File: src/hw/idfss_pkg.sv
// Operation
// - bit 10 runs the receive DMA interface
// - DMA end of transfer clears transmit enable
// - DMA end of transfer clears receive enable
// - bits 14:13 select SDA/SCL spike filters
// - filter codes: none, 1, 2, 4 clocks
// - writing bit 15 high forces a STOP
// - own address low bits 6:0, reset 0x55
// - bits 9:7 extend address in 10-bit mode
// - setup wait is the programmed value in clocks, one at least
package idfss_pkg;

    // ==========================================================
    // register map
    localparam logic [7:0] IDFSS_MCTL_ADDR = 8'h00;
    localparam logic [7:0] IDFSS_SCTL_ADDR = 8'h04;
    localparam logic [7:0] IDFSS_STAT_ADDR = 8'h08;

    // ==========================================================
    // field positions
    localparam int IDFSS_TXEN_BIT   = 9;
    localparam int IDFSS_RXEN_BIT   = 10;
    localparam int IDFSS_FILT_LSB   = 13;
    localparam int IDFSS_FSTOP_BIT  = 15;
    localparam int IDFSS_ALO_LSB    = 0;
    localparam int IDFSS_AHI_LSB    = 7;
    localparam int IDFSS_SETUP_LSB  = 16;
    localparam int IDFSS_ST_SDA     = 0;
    localparam int IDFSS_ST_SCL     = 1;
    localparam int IDFSS_ST_BUSY    = 2;
    localparam int IDFSS_ST_FULL    = 3;
    localparam int IDFSS_ST_TXVAL   = 4;

    // ==========================================================
    // reset values and sizes
    localparam logic [6:0]  IDFSS_ALO_RST   = 7'h55;
    localparam logic [15:0] IDFSS_SETUP_RST = 16'h000f;
    localparam int          IDFSS_DATA_W    = 8;
    localparam int          IDFSS_FIFO_D    = 32;

    // spike widths in clock cycles per filter code
    localparam logic [2:0] IDFSS_FW_NONE = 3'h0;
    localparam logic [2:0] IDFSS_FW_ONE  = 3'h1;
    localparam logic [2:0] IDFSS_FW_TWO  = 3'h2;
    localparam logic [2:0] IDFSS_FW_FOUR = 3'h4;

    // ==========================================================
    // types
    typedef struct packed {
        logic       force_stop_request;
        logic [1:0] line_filter_select;
        logic       rx_dma_en;
        logic       tx_dma_en;
    } idfss_mctl_t;

    typedef struct packed {
        logic [15:0] slave_setup_delay;
        logic [2:0]  own_address_high;
        logic [6:0]  own_address_low;
    } idfss_sctl_t;

    typedef enum logic {
        IDFSS_SU_IDLE,
        IDFSS_SU_COUNT
    } idfss_su_t;

endpackage

File: src/hw/idfss_fifo.sv
`timescale 1ns/1ns
module idfss_fifo #(
    parameter int W = 8,
    parameter int D = 32
) (
    // clock and reset
    input  wire logic         clock,
    input  wire logic         reset_n,
    // filling side
    input  wire logic         in_valid,
    output logic              in_ready,
    input  wire logic [W-1:0] in_data,
    // draining side
    output logic              out_valid,
    input  wire logic         out_ready,
    output logic [W-1:0]      out_data
);
    localparam int AW = $clog2(D);
    localparam int CW = $clog2(D + 1);

    logic [W-1:0]  mem_r [D];
    logic [AW-1:0] wp_r;
    logic [AW-1:0] rp_r;
    logic [CW-1:0] cnt_r;
    logic [CW-1:0] cnt_nxt;
    logic          rdy_r;
    logic          oval_r;
    logic [W-1:0]  odat_r;

    // ==========================================================
    // handshakes
    wire push = in_valid & rdy_r;
    wire pop  = (cnt_r != '0) & (~oval_r | out_ready);
    assign cnt_nxt   = cnt_r + CW'(push) - CW'(pop);
    assign in_ready  = rdy_r;
    assign out_valid = oval_r;
    assign out_data  = odat_r;

    always_ff @(posedge clock) begin
        if (push) begin
            mem_r[wp_r] <= in_data;
        end
    end

    // ready is a flop so the source sees an honest full
    always_ff @(posedge clock or negedge reset_n) begin
        if (!reset_n) begin
            wp_r   <= '0;
            rp_r   <= '0;
            cnt_r  <= '0;
            rdy_r  <= 1'b1;
            oval_r <= 1'b0;
            odat_r <= '0;
        end else begin
            wp_r  <= push ? wp_r + AW'(1) : wp_r;
            rp_r  <= pop ? rp_r + AW'(1) : rp_r;
            cnt_r <= cnt_nxt;
            rdy_r <= (cnt_nxt != CW'(D));
            if (pop) begin
                oval_r <= 1'b1;
                odat_r <= mem_r[rp_r];
            end else if (out_ready) begin
                oval_r <= 1'b0;
            end
        end
    end
endmodule

File: src/hw/idfss_glitch.sv
`timescale 1ns/1ns
module idfss_glitch (
    // clock and reset
    input  wire logic       clock,
    input  wire logic       reset_n,
    // control
    input  wire logic [2:0] width,
    // line
    input  wire logic       line_in,
    output logic            line_out
);
    logic       out_r;
    logic [2:0] cnt_r;

    wire differ = (line_in != out_r);
    wire pass   = differ & (cnt_r >= width);
    assign line_out = out_r;

    // a level must outlast the width before it is taken
    always_ff @(posedge clock or negedge reset_n) begin
        if (!reset_n) begin
            out_r <= 1'b1;
            cnt_r <= '0;
        end else begin
            out_r <= pass ? line_in : out_r;
            cnt_r <= (differ & ~pass) ? cnt_r + 3'h1 : 3'h0;
        end
    end
endmodule

File: src/hw/idfss_top.sv
// The address-and-strobe port was left to the implementer.
`timescale 1ns/1ns
module idfss_top
    import idfss_pkg::*;
(
    // clock and reset
    input  wire logic        clock,
    input  wire logic        reset_n,
    // register port
    input  wire logic [7:0]  addr,
    input  wire logic [31:0] wdata,
    input  wire logic        wr,
    input  wire logic        rd,
    output logic [31:0]      rdata,
    // dma
    input  wire logic        dma_tx_eot,
    input  wire logic        dma_rx_eot,
    input  wire logic        dma_tx_valid,
    input  wire logic [7:0]  dma_tx_data,
    output logic             dma_tx_ready,
    output logic             dma_tx_req,
    output logic             dma_rx_req,
    // controller side
    input  wire logic        rx_pending,
    input  wire logic        stretch_release,
    input  wire logic        tx_ready,
    output logic             tx_valid,
    output logic [7:0]       tx_data,
    output logic             force_stop,
    output logic [9:0]       own_address,
    output logic             setup_busy,
    output logic             setup_done,
    // bus pins, read side only
    input  wire logic        sda_in,
    input  wire logic        scl_in,
    output logic             sda_filt,
    output logic             scl_filt
);
    idfss_mctl_t mctl_r;
    idfss_sctl_t sctl_r;
    logic [31:0] rdata_r;
    logic        fstop_r;
    logic        rxreq_r;
    logic        sda_meta_r;
    logic        sda_sync_r;
    logic        scl_meta_r;
    logic        scl_sync_r;
    idfss_su_t   su_r;
    idfss_su_t   su_nxt;
    logic [15:0] su_cnt_r;
    logic [15:0] su_cnt_nxt;
    logic        busy_r;
    logic        done_r;
    logic        fifo_full_n;
    logic [2:0]  fwidth;

    // ==========================================================
    // helpers
    function automatic logic [31:0] mctl_pack(idfss_mctl_t m);
        logic [31:0] w;
        w = '0;
        w[IDFSS_TXEN_BIT]                 = m.tx_dma_en;
        w[IDFSS_RXEN_BIT]                 = m.rx_dma_en;
        w[IDFSS_FILT_LSB+:2]              = m.line_filter_select;
        w[IDFSS_FSTOP_BIT]                = m.force_stop_request;
        return w;
    endfunction

    function automatic logic [31:0] sctl_pack(idfss_sctl_t s);
        logic [31:0] w;
        w = '0;
        w[IDFSS_ALO_LSB+:7]    = s.own_address_low;
        w[IDFSS_AHI_LSB+:3]    = s.own_address_high;
        w[IDFSS_SETUP_LSB+:16] = s.slave_setup_delay;
        return w;
    endfunction

    function automatic logic [2:0] filt_width(logic [1:0] sel);
        logic [2:0] w;
        w = IDFSS_FW_NONE;
        case (sel)
            2'h1:    w = IDFSS_FW_ONE;
            2'h2:    w = IDFSS_FW_TWO;
            2'h3:    w = IDFSS_FW_FOUR;
            default: w = IDFSS_FW_NONE;
        endcase
        return w;
    endfunction

    // ==========================================================
    // register decode
    wire hit_mctl = (addr == IDFSS_MCTL_ADDR);
    wire hit_sctl = (addr == IDFSS_SCTL_ADDR);
    wire hit_stat = (addr == IDFSS_STAT_ADDR);
    wire wr_mctl  = wr & hit_mctl;
    wire wr_sctl  = wr & hit_sctl;

    wire [31:0] stat_word = {27'h0, tx_valid, ~fifo_full_n, busy_r,
                             scl_filt, sda_filt};
    // unmapped addresses read as zero
    wire [31:0] rd_mux = hit_mctl ? mctl_pack(mctl_r) :
                         hit_sctl ? sctl_pack(sctl_r) :
                         hit_stat ? stat_word : 32'h0000_0000;

    // a write in the eot cycle wins so a new transfer is not lost
    wire tx_en_nxt = wr_mctl ? wdata[IDFSS_TXEN_BIT] :
                     (dma_tx_eot ? 1'b0 : mctl_r.tx_dma_en);
    wire rx_en_nxt = wr_mctl ? wdata[IDFSS_RXEN_BIT] :
                     (dma_rx_eot ? 1'b0 : mctl_r.rx_dma_en);

    // ==========================================================
    // control registers
    always_ff @(posedge clock or negedge reset_n) begin
        if (!reset_n) begin
            mctl_r <= '0;
        end else begin
            mctl_r.tx_dma_en <= tx_en_nxt;
            mctl_r.rx_dma_en <= rx_en_nxt;
            if (wr_mctl) begin
                mctl_r.line_filter_select <=
                    wdata[IDFSS_FILT_LSB+:2];
                mctl_r.force_stop_request <= wdata[IDFSS_FSTOP_BIT];
            end
        end
    end

    always_ff @(posedge clock or negedge reset_n) begin
        if (!reset_n) begin
            sctl_r.own_address_low   <= IDFSS_ALO_RST;
            sctl_r.own_address_high  <= '0;
            sctl_r.slave_setup_delay <= IDFSS_SETUP_RST;
        end else if (wr_sctl) begin
            sctl_r.own_address_low   <= wdata[IDFSS_ALO_LSB+:7];
            sctl_r.own_address_high  <= wdata[IDFSS_AHI_LSB+:3];
            sctl_r.slave_setup_delay <= wdata[IDFSS_SETUP_LSB+:16];
        end
    end

    // read data stand one cycle only
    always_ff @(posedge clock or negedge reset_n) begin
        if (!reset_n) begin
            rdata_r <= '0;
            fstop_r <= 1'b0;
            rxreq_r <= 1'b0;
        end else begin
            rdata_r <= rd ? rd_mux : 32'h0000_0000;
            fstop_r <= wr_mctl & wdata[IDFSS_FSTOP_BIT];
            rxreq_r <= mctl_r.rx_dma_en & rx_pending;
        end
    end

    // ==========================================================
    // transmit data path
    idfss_fifo #(
        .W (IDFSS_DATA_W),
        .D (IDFSS_FIFO_D)
    ) u_fifo (
        .clock     (clock),
        .reset_n   (reset_n),
        .in_valid  (dma_tx_valid & mctl_r.tx_dma_en),
        .in_ready  (fifo_full_n),
        .in_data   (dma_tx_data),
        .out_valid (tx_valid),
        .out_ready (tx_ready),
        .out_data  (tx_data)
    );

    // ==========================================================
    // pin synchronisers and spike filters
    always_ff @(posedge clock or negedge reset_n) begin
        if (!reset_n) begin
            sda_meta_r <= 1'b1;
            sda_sync_r <= 1'b1;
            scl_meta_r <= 1'b1;
            scl_sync_r <= 1'b1;
        end else begin
            sda_meta_r <= sda_in;
            sda_sync_r <= sda_meta_r;
            scl_meta_r <= scl_in;
            scl_sync_r <= scl_meta_r;
        end
    end

    // widths count this clock, which stands in for the kernel clock
    assign fwidth = filt_width(mctl_r.line_filter_select);

    idfss_glitch u_sda_filt (
        .clock    (clock),
        .reset_n  (reset_n),
        .width    (fwidth),
        .line_in  (sda_sync_r),
        .line_out (sda_filt)
    );

    idfss_glitch u_scl_filt (
        .clock    (clock),
        .reset_n  (reset_n),
        .width    (fwidth),
        .line_in  (scl_sync_r),
        .line_out (scl_filt)
    );

    // ==========================================================
    // slave data setup delay
    wire [15:0] su_val   = sctl_r.slave_setup_delay;
    wire        su_short = (su_val <= 16'h0001);
    wire        su_last  = (su_r == IDFSS_SU_COUNT) &&
                           (su_cnt_r == 16'h0001);

    // a new release restarts the wait
    always_comb begin
        su_nxt     = su_r;
        su_cnt_nxt = su_cnt_r;
        case (su_r)
            IDFSS_SU_IDLE: begin
                if (stretch_release && !su_short) begin
                    su_nxt     = IDFSS_SU_COUNT;
                    su_cnt_nxt = su_val - 16'h0001;
                end
            end
            IDFSS_SU_COUNT: begin
                if (stretch_release && !su_short) begin
                    su_cnt_nxt = su_val - 16'h0001;
                end else if (stretch_release || su_last) begin
                    su_nxt     = IDFSS_SU_IDLE;
                end else begin
                    su_cnt_nxt = su_cnt_r - 16'h0001;
                end
            end
            default: begin
                su_nxt = IDFSS_SU_IDLE;
            end
        endcase
    end

    always_ff @(posedge clock or negedge reset_n) begin
        if (!reset_n) begin
            su_r     <= IDFSS_SU_IDLE;
            su_cnt_r <= '0;
            busy_r   <= 1'b0;
            done_r   <= 1'b0;
        end else begin
            su_r     <= su_nxt;
            su_cnt_r <= su_cnt_nxt;
            busy_r   <= (su_nxt == IDFSS_SU_COUNT);
            done_r   <= (su_last && !stretch_release) ||
                        (stretch_release && su_short);
        end
    end

    // ==========================================================
    // outputs
    assign rdata        = rdata_r;
    assign dma_tx_ready = fifo_full_n;
    assign dma_tx_req   = mctl_r.tx_dma_en;
    assign dma_rx_req   = rxreq_r;
    assign force_stop   = fstop_r;
    assign own_address  = {sctl_r.own_address_high,
                           sctl_r.own_address_low};
    assign setup_busy   = busy_r;
    assign setup_done   = done_r;

    // ==========================================================
    // checks
    logic [15:0] su_age_r;
    logic [15:0] su_len_r;

    always_ff @(posedge clock or negedge reset_n) begin
        if (!reset_n) begin
            su_age_r <= '0;
            su_len_r <= '0;
        end else if (stretch_release) begin
            su_age_r <= 16'h0001;
            su_len_r <= su_short ? 16'h0001 : su_val;
        end else if (su_age_r != 16'hffff) begin
            su_age_r <= su_age_r + 16'h0001;
        end
    end
endmodule
File: config.mk
export PLATFORM = sky130hd
export DESIGN_NAME = idfss_top
export DESIGN_NICKNAME = d
export VERILOG_FILES = /design/src/hw/idfss_pkg.sv /design/src/hw/idfss_fifo.sv /design/src/hw/idfss_glitch.sv /design/src/hw/idfss_top.sv
export SDC_FILE = /design/constraint.sdc
export NUM_CORES = 1
export LEC_CHECK = 0
export CAP_MARGIN = 15
export CORE_ASPECT_RATIO = 1.25
export CORE_MARGIN = 2
export CORE_UTILIZATION = 62
export CTS_CLUSTER_DIAMETER = 30
export DETAILED_ROUTE_END_ITERATION = 7
export DONT_BUFFER_PORTS = 1
export PLACE_DENSITY = 0.78
export SETUP_SLACK_MARGIN = 0.02
export SLEW_MARGIN = 10
export SYNTH_ARGS = -nofsm -noshare
export SYNTH_HDL_FRONTEND = slang
export SYNTH_SLANG_ARGS = --single-unit
File: constraint.sdc
create_clock -name clock -period 4.94 [get_ports clock]
set_clock_uncertainty 0.15 [all_clocks]
set_input_delay 0.741 -clock clock [delete_from_list [all_inputs] [get_ports clock]]
set_output_delay 0.741 -clock clock [all_outputs]
set_load 0.01 [all_outputs]
After elaboration in Yosys (flattened, before gate mapping)
Memory sizes are Yosys's and may differ from the RTL's. A register that Yosys moved wholly into a read port is not among the register bits. Index checks and enable logic that the tools add are counted.

Flip-flop bits (word level): 113. RAM bits: 256. Output and inout port bits: 59. Word-level logic and storage cells: 104. Memories kept: 1.

Add/sub/neg operators: 8. $lt $le $gt $ge: 3. Eq/ne operators: 11. Multiplexer cells: 23. Bitwise logic cells: 17. Reductions and logical operators: 15.

Memories: u_fifo.mem_r (words 32, width 8, rd ports 1, clocked after memory_dff 1, write ports 1, RTL line idfss_fifo.sv:21) `logic [W-1:0] mem_r [D];`.

Operator list (number): 32-bit two-way mux (3); 16-bit two-way mux (3); 16-bit case mux with 2 select lines (1); 16-bit by 1-bit subtractor with 16-bit output (second input constant) (2); 16-bit by 1-bit == test with 1-bit output (second input constant) (1); 16-bit by 1-bit less-or-equal comparator with 1-bit output (second input constant) (1); 1-bit bitwise AND (11); 1-bit two-way mux (11); 5-bit by 1-bit adder with 5-bit output (second input constant) (2); 3-bit case mux with 3 select lines (1); 8-bit by 3-bit == test with 1-bit output (second input constant) (1); 8-bit by 4-bit == test with 1-bit output (second input constant) (1); 8-bit logical NOT (1); 3-bit by 1-bit adder with 3-bit output (second input constant) (2); 6-bit by 1-bit adder with 6-bit output (1); 3-bit >= comparator (2); 3-bit two-way mux (2); 6-bit inequality test (second input constant) (1); 2-bit nonzero test (3); 6-bit nonzero test (1); 6-bit by 1-bit subtractor with 6-bit output (1); 5-bit two-way mux (1); 1-bit NOT (5); 2-bit == test (second input constant) (2); 10 further kinds (17).

Longest topological paths before layout
Word-level depth: 7. Depth in mapped cells: 15. Depth with buffers taken out: 14.

Hierarchy
A second synthesis with hierarchy kept.

Cells, all modules: 1017. Area total of the unflattened synthesis: 15723.8 sq um.

By module, submodules not included: idfss_fifo (instances 1, cells each 635, area an instance 11287.1 sq um); idfss_top (instances 1, cells each 336, area an instance 3958.8 sq um); idfss_glitch (u_sda_filt) (instances 1, cells each 23, area an instance 240.2 sq um); idfss_glitch (u_scl_filt) (instances 1, cells each 23, area an instance 237.7 sq um).

Worst setup path after synthesis
OpenSTA, ideal clock, no wires.

Kind: input-to-reg. From: in tx_ready. To: reg u_fifo.rdy_r (netlist: u_fifo.in_ready). Setup time: 95 ps. Arrival: 2837 ps. Required time: 4695 ps. Slack: 1858 ps. Stages on the path: 12. Path buffers: 1. Cells stage by stage: inv_1 > a21oi_1 > clkbuf_1 > ha_1 > inv_1 > ha_1 > fa_1 > a21o_1 > a21oi_1 > xnor2_1 > nor2_1 > nand3_1.

Longest elaborated chain between the ends: 4.

Ends and longest elaborated chain: from (decl) (RTL line idfss_top.sv:26) `input wire logic tx_ready,`; 1-bit bitwise OR (RTL line idfss_fifo.sv:33) `wire pop = (cnt_r != '0) & (~oval_r | out_ready);`; 1-bit bitwise AND (RTL line idfss_fifo.sv:33); net u_fifo.pop (RTL line idfss_fifo.sv:33); 6-bit by 1-bit subtractor with 6-bit output (RTL line idfss_fifo.sv:34) `assign cnt_nxt = cnt_r + CW'(push) - CW'(pop);`; net u_fifo.cnt_nxt[4] (RTL line idfss_fifo.sv:25) `logic [CW-1:0] cnt_nxt;`; 6-bit inequality test (RTL line idfss_fifo.sv:58) `rdy_r <= (cnt_nxt != CW'(D));`; to (signal assigned) (RTL line idfss_fifo.sv:58); to (decl) (RTL line idfss_fifo.sv:26) `logic rdy_r;`.

The timed path passes the listed nets, and every way through them passes these cells. A chain may end at the register's enable or synchronous reset.

Final worst setup path
From: reg u_fifo.cnt_r[3]. To: reg u_fifo.rdy_r (netlist: u_fifo.in_ready).

Longest elaborated chain between the ends: 4. Elaborated cells on any way between the ends: 5. Those cells by class: 2 x add/sub; 1 x eq/ne; 1 x bitwise; 1 x reduce/logical.

Ends and longest elaborated chain: from (decl) (RTL line idfss_fifo.sv:24) `logic [CW-1:0] cnt_r;`; from (signal assigned) (RTL line idfss_fifo.sv:57) `cnt_r <= cnt_nxt;`; parallel branches: the longest is 2 deep, another holds 6-bit by 1-bit adder with 6-bit output; 6-bit by 1-bit subtractor with 6-bit output (*) (RTL line idfss_fifo.sv:34); net u_fifo.cnt_nxt[4] (RTL line idfss_fifo.sv:25); 6-bit inequality test (*) (RTL line idfss_fifo.sv:58).

Mark *: on every way through the listed nets, which the timed path passes.

==> flow_metrics.tcl <==
set metrics [dict create \
    grt_pass1_vias 8340 \
    path_class "flop to flop" \
    fin_crit_ns 2.985 \
    dr.pass1.iters 6 \
    wl_mm 31.19 \
    drv_slew 0 \
    synth-seq-area-share_pct 69.56 \
    synth_mux_area_share_pct 12.94 \
    setup_tns_ns 0 \
    ys.flop_type "edfxtp_1" \
    cpMaxStageDelayCell "fa_1" \
    fillers 1471 \
    syn_area_per_cell_um2 16.88 \
    worstSetupStartpointType "flop" \
    cts_tree "done" \
    clock_latency_ns 0.56 \
    combPwrFrac_pct 18.9 \
    die_h_um 180.0 \
    ys_ff_latch 375 \
    pin_count 119 \
    synthXorXnorAreaFrac_pct 1.540 \
    arrival_ns 3.30 \
    path_cells "inv_1 -> ha_1 -> nand2_1 -> nor3_1 -> a21oi_1 -> buf_4 -> ha_1 -> inv_1 -> ha_1 -> fa_1 -> a21o_1 -> a21oi_1 -> xnor2_1 -> nor2_1 -> nand3_1" \
    synthAdderAreaFrac_pct 2.167 \
    critical_path.max_stage_delay_ns 0.43 \
    reg2reg_from "u_fifo.cnt_r[3]" \
    fin_crit_sh_pct 60.43 \
    path_common_cell "ha_1" \
    cts_setup_buffers 0 \
    path_delay_family "adder cells" \
    dp_hpwl_mm 19.81 \
    cts.sinks 375 \
    numPortBuffers 0 \
    antenna_found_initial 1 \
    synth_top_cell_area_share_pct 50.05 \
    power_density_nw_per_um2 536.6 \
    p_int_mw 6.680 \
    start_util_pct 62.89 \
    vias_per_cell 6.221 \
    h-tree-depth 2 \
    r2r_slack_ns 1.95 \
    place.gp.congestion 0.8476 \
    failed_checks "negative hold slack" \
    synthSimpleGateAreaFrac_pct 7.063 \
    cts_made_buffers 52 \
    seq_area_um2 10690 \
    fmax_mhz 335.0 \
    p_clk_share_pct 39.9 \
    die_area_um2 26060 \
    rsz0062_at_grt "false" \
    cp_max_fo 14 \
    drive_gt1_share_pct 23.67 \
    netlist_instances 910 \
    fin_util_pct 71.35 \
    synthToLayoutAreaGrowth_pct 13.45 \
    cts-root-buf "clkbuf_16" \
    grt_use_total_pct 24.39 \
    dp_slack_ns 1.944 \
    switchingPower_mw 2.670 \
    cts_hold_buf 1 \
    synthDistinctLibCells 67 \
    leakage_nw 6.396 \
    grt_pass1_wl_mm 47.62 \
    ys_warn_count 0 \
    yosys.area.top_type "edfxtp_1" \
    cp-startpoint "u_fifo.cnt_r[3]" \
    fin_ws_ns 1.955 \
    grt_max_degree 120 \
    multi_input_area_um2 4358 \
    drt_iter0_markers 598 \
    outcome "finished with violations" \
    synth_top_family_by_area "multiplexers" \
    p_sw_share_pct 28.55 \
    synth_compound_area_share_pct 4.619 \
    yosys-top-cells-area "edfxtp_1 (50%), dfrtp_1 (17%), mux4_2 (9.4%), dfstp_2 (2.6%), ha_1 (2.0%)" \
    grt_overflow 0 \
    cts_resized 0 \
    nNetsFinal 1018 \
    cp-end-kind "flop" \
    syn_area_um2 15360 \
    path_buf_inv 3 \
    pwr-share-seq_pct 41.2 \
    fin_hold_ws_ns -0.02384 \
    cap_viol_max_count 0 \
    die_w_um 144.8 \
    rows 64 \
    drc_errors 0 \
    wl_per_cell_um 23.87 \
    synthArstFlopShare_pct 31.73 \
    synth-edff-count 256 \
    setup_viol 0 \
    clk_pin_slew_ns 0.06 \
    vias 8131 \
    finalHoldViolations 29 \
    core_area_um2 24420 \
    peakVddDrop_mv 0.4265 \
    required_ns 5.25 \
    cts_max_path_buffers 3 \
    hold_class "primary input to asynchronous set/reset pin" \
    post_dp_cell_area_um2 15600 \
    postRouteAntennaNets 0 \
    tightest_slew_ns 0.8140 \
    final_cell_area_um2 17430 \
    relSlewSlack_pct 45.53 \
]
[cells by family (layout without fill, tap and decap cells)]
family	Yosys count	after routing
flops	375	375
buf+inv	68	133
simple gates	204	204
fa+ha+maj	26	26
mux	106	106
other cells	1	3
compound gates	103	103
xor+xnor	27	27
[final timing paths]
kind / end / depth (start not counted)
max: u_fifo.in_ready / 15
min: setup_busy / 1
max reg2reg: u_fifo.in_ready / 15
min reg2reg: sda_sync_r / 0
max in group asynchronous: u_fifo.rp_r[0] / 1
min in group clock: scl_meta_r / 0
[per-layer routing]
layer,routed length [µm],up-vias,track usage (%)
met2,15650,387,40.25
met5,0,-,0
met4,1350,0,10.52
li1,-,3579,-
met1,11470,4085,30.76
met3,2718,80,6.047
[registers in the layout, summed over array words and instances (netlist names), 3 cells and up]
register	cells
u_sda_filt.cnt_r	3
u_fifo.mem_r	256
u_scl_filt.cnt_r	3
su_cnt_r	16
mctl_r	4
u_fifo.rp_r	5
rdata	30
u_fifo.cnt_r	6
u_fifo.wp_r	5
own_address	10
u_fifo.out_data	8
su_val	16
[final cells by class]
type | count | share of cell area, %
flip-flops and latches | 375 | 61.34
repair buffers | 5 | 0.3303
inverters | 30 | 0.6462
diodes | 1 | 0.01436
well taps | 330 | 2.369
multi-input cells | 468 | 25.01
clock inverters | 41 | 2.535
clock buffers | 57 | 7.755
[cells in the final DEF (no fill, tap or decap), types with 6 or more instances in the layout]
master        n
edfxtp_1    256
dfrtp_1     102
nor2_1       72
mux4_2       64
clkbuf_16    53
o22ai_1      33
inv_1        30
nand2_1      27
and2_1       27
ha_1         25
mux2_4       20
mux2_2       20
xnor2_1      19
dfstp_2      15
nor4_1       13
o21ai_0      13
inv_6        12
a211oi_1      9
nand3_1       8
xor2_1        8
a21o_1        8
nand3b_1      7
nand4_1       7
a21oi_1       7
nor3_1        6
and3_1        6
nand2b_1      6
inv_8         6
clkinvlp_4    6
[Yosys cell counts, types with 13 or more instances]
cell	instances
and2_1	27
clkbuf_1	14
dfrtp_1	104
dfstp_2	15
edfxtp_1	256
ha_1	25
inv_1	30
mux2_2	20
mux2_4	20
mux4_2	64
nand2_1	27
nor2_1	72
nor4_1	13
o21ai_0	13
o22ai_1	33
xnor2_1	19
[power groups by stage]
| stage | combinational, mW | sequential [mW] | clock [mW] |
|---|---|---|---|
| 2_1_floorplan | 1.52 | 3.72 | 0 |
| 3_3_place_gp | 1.69 | 3.91 | 0 |
| 3_5_place_dp | 1.74 | 3.92 | 0 |
| 4_1_cts | 1.77 | 3.86 | 3.78 |
| 5_1_grt | 1.92 | 3.90 | 3.91 |
| 6_report | 1.77 | 3.85 | 3.73 |
[stage by stage]
step | hold WS, ns | total power [mW] | std cells
2_1_floorplan | 0.1952 | 5.239 | 911
6_report | -0.02384 | 9.350 | 1307
5_1_grt | 0.01379 | 9.724 | 1307
3_5_place_dp | 0.2000 | 5.653 | 1207
4_1_cts | 0.004575 | 9.405 | 1306
3_3_place_gp | 0.1953 | 5.599 | 1207
Power figures use the tool's default switching activity.
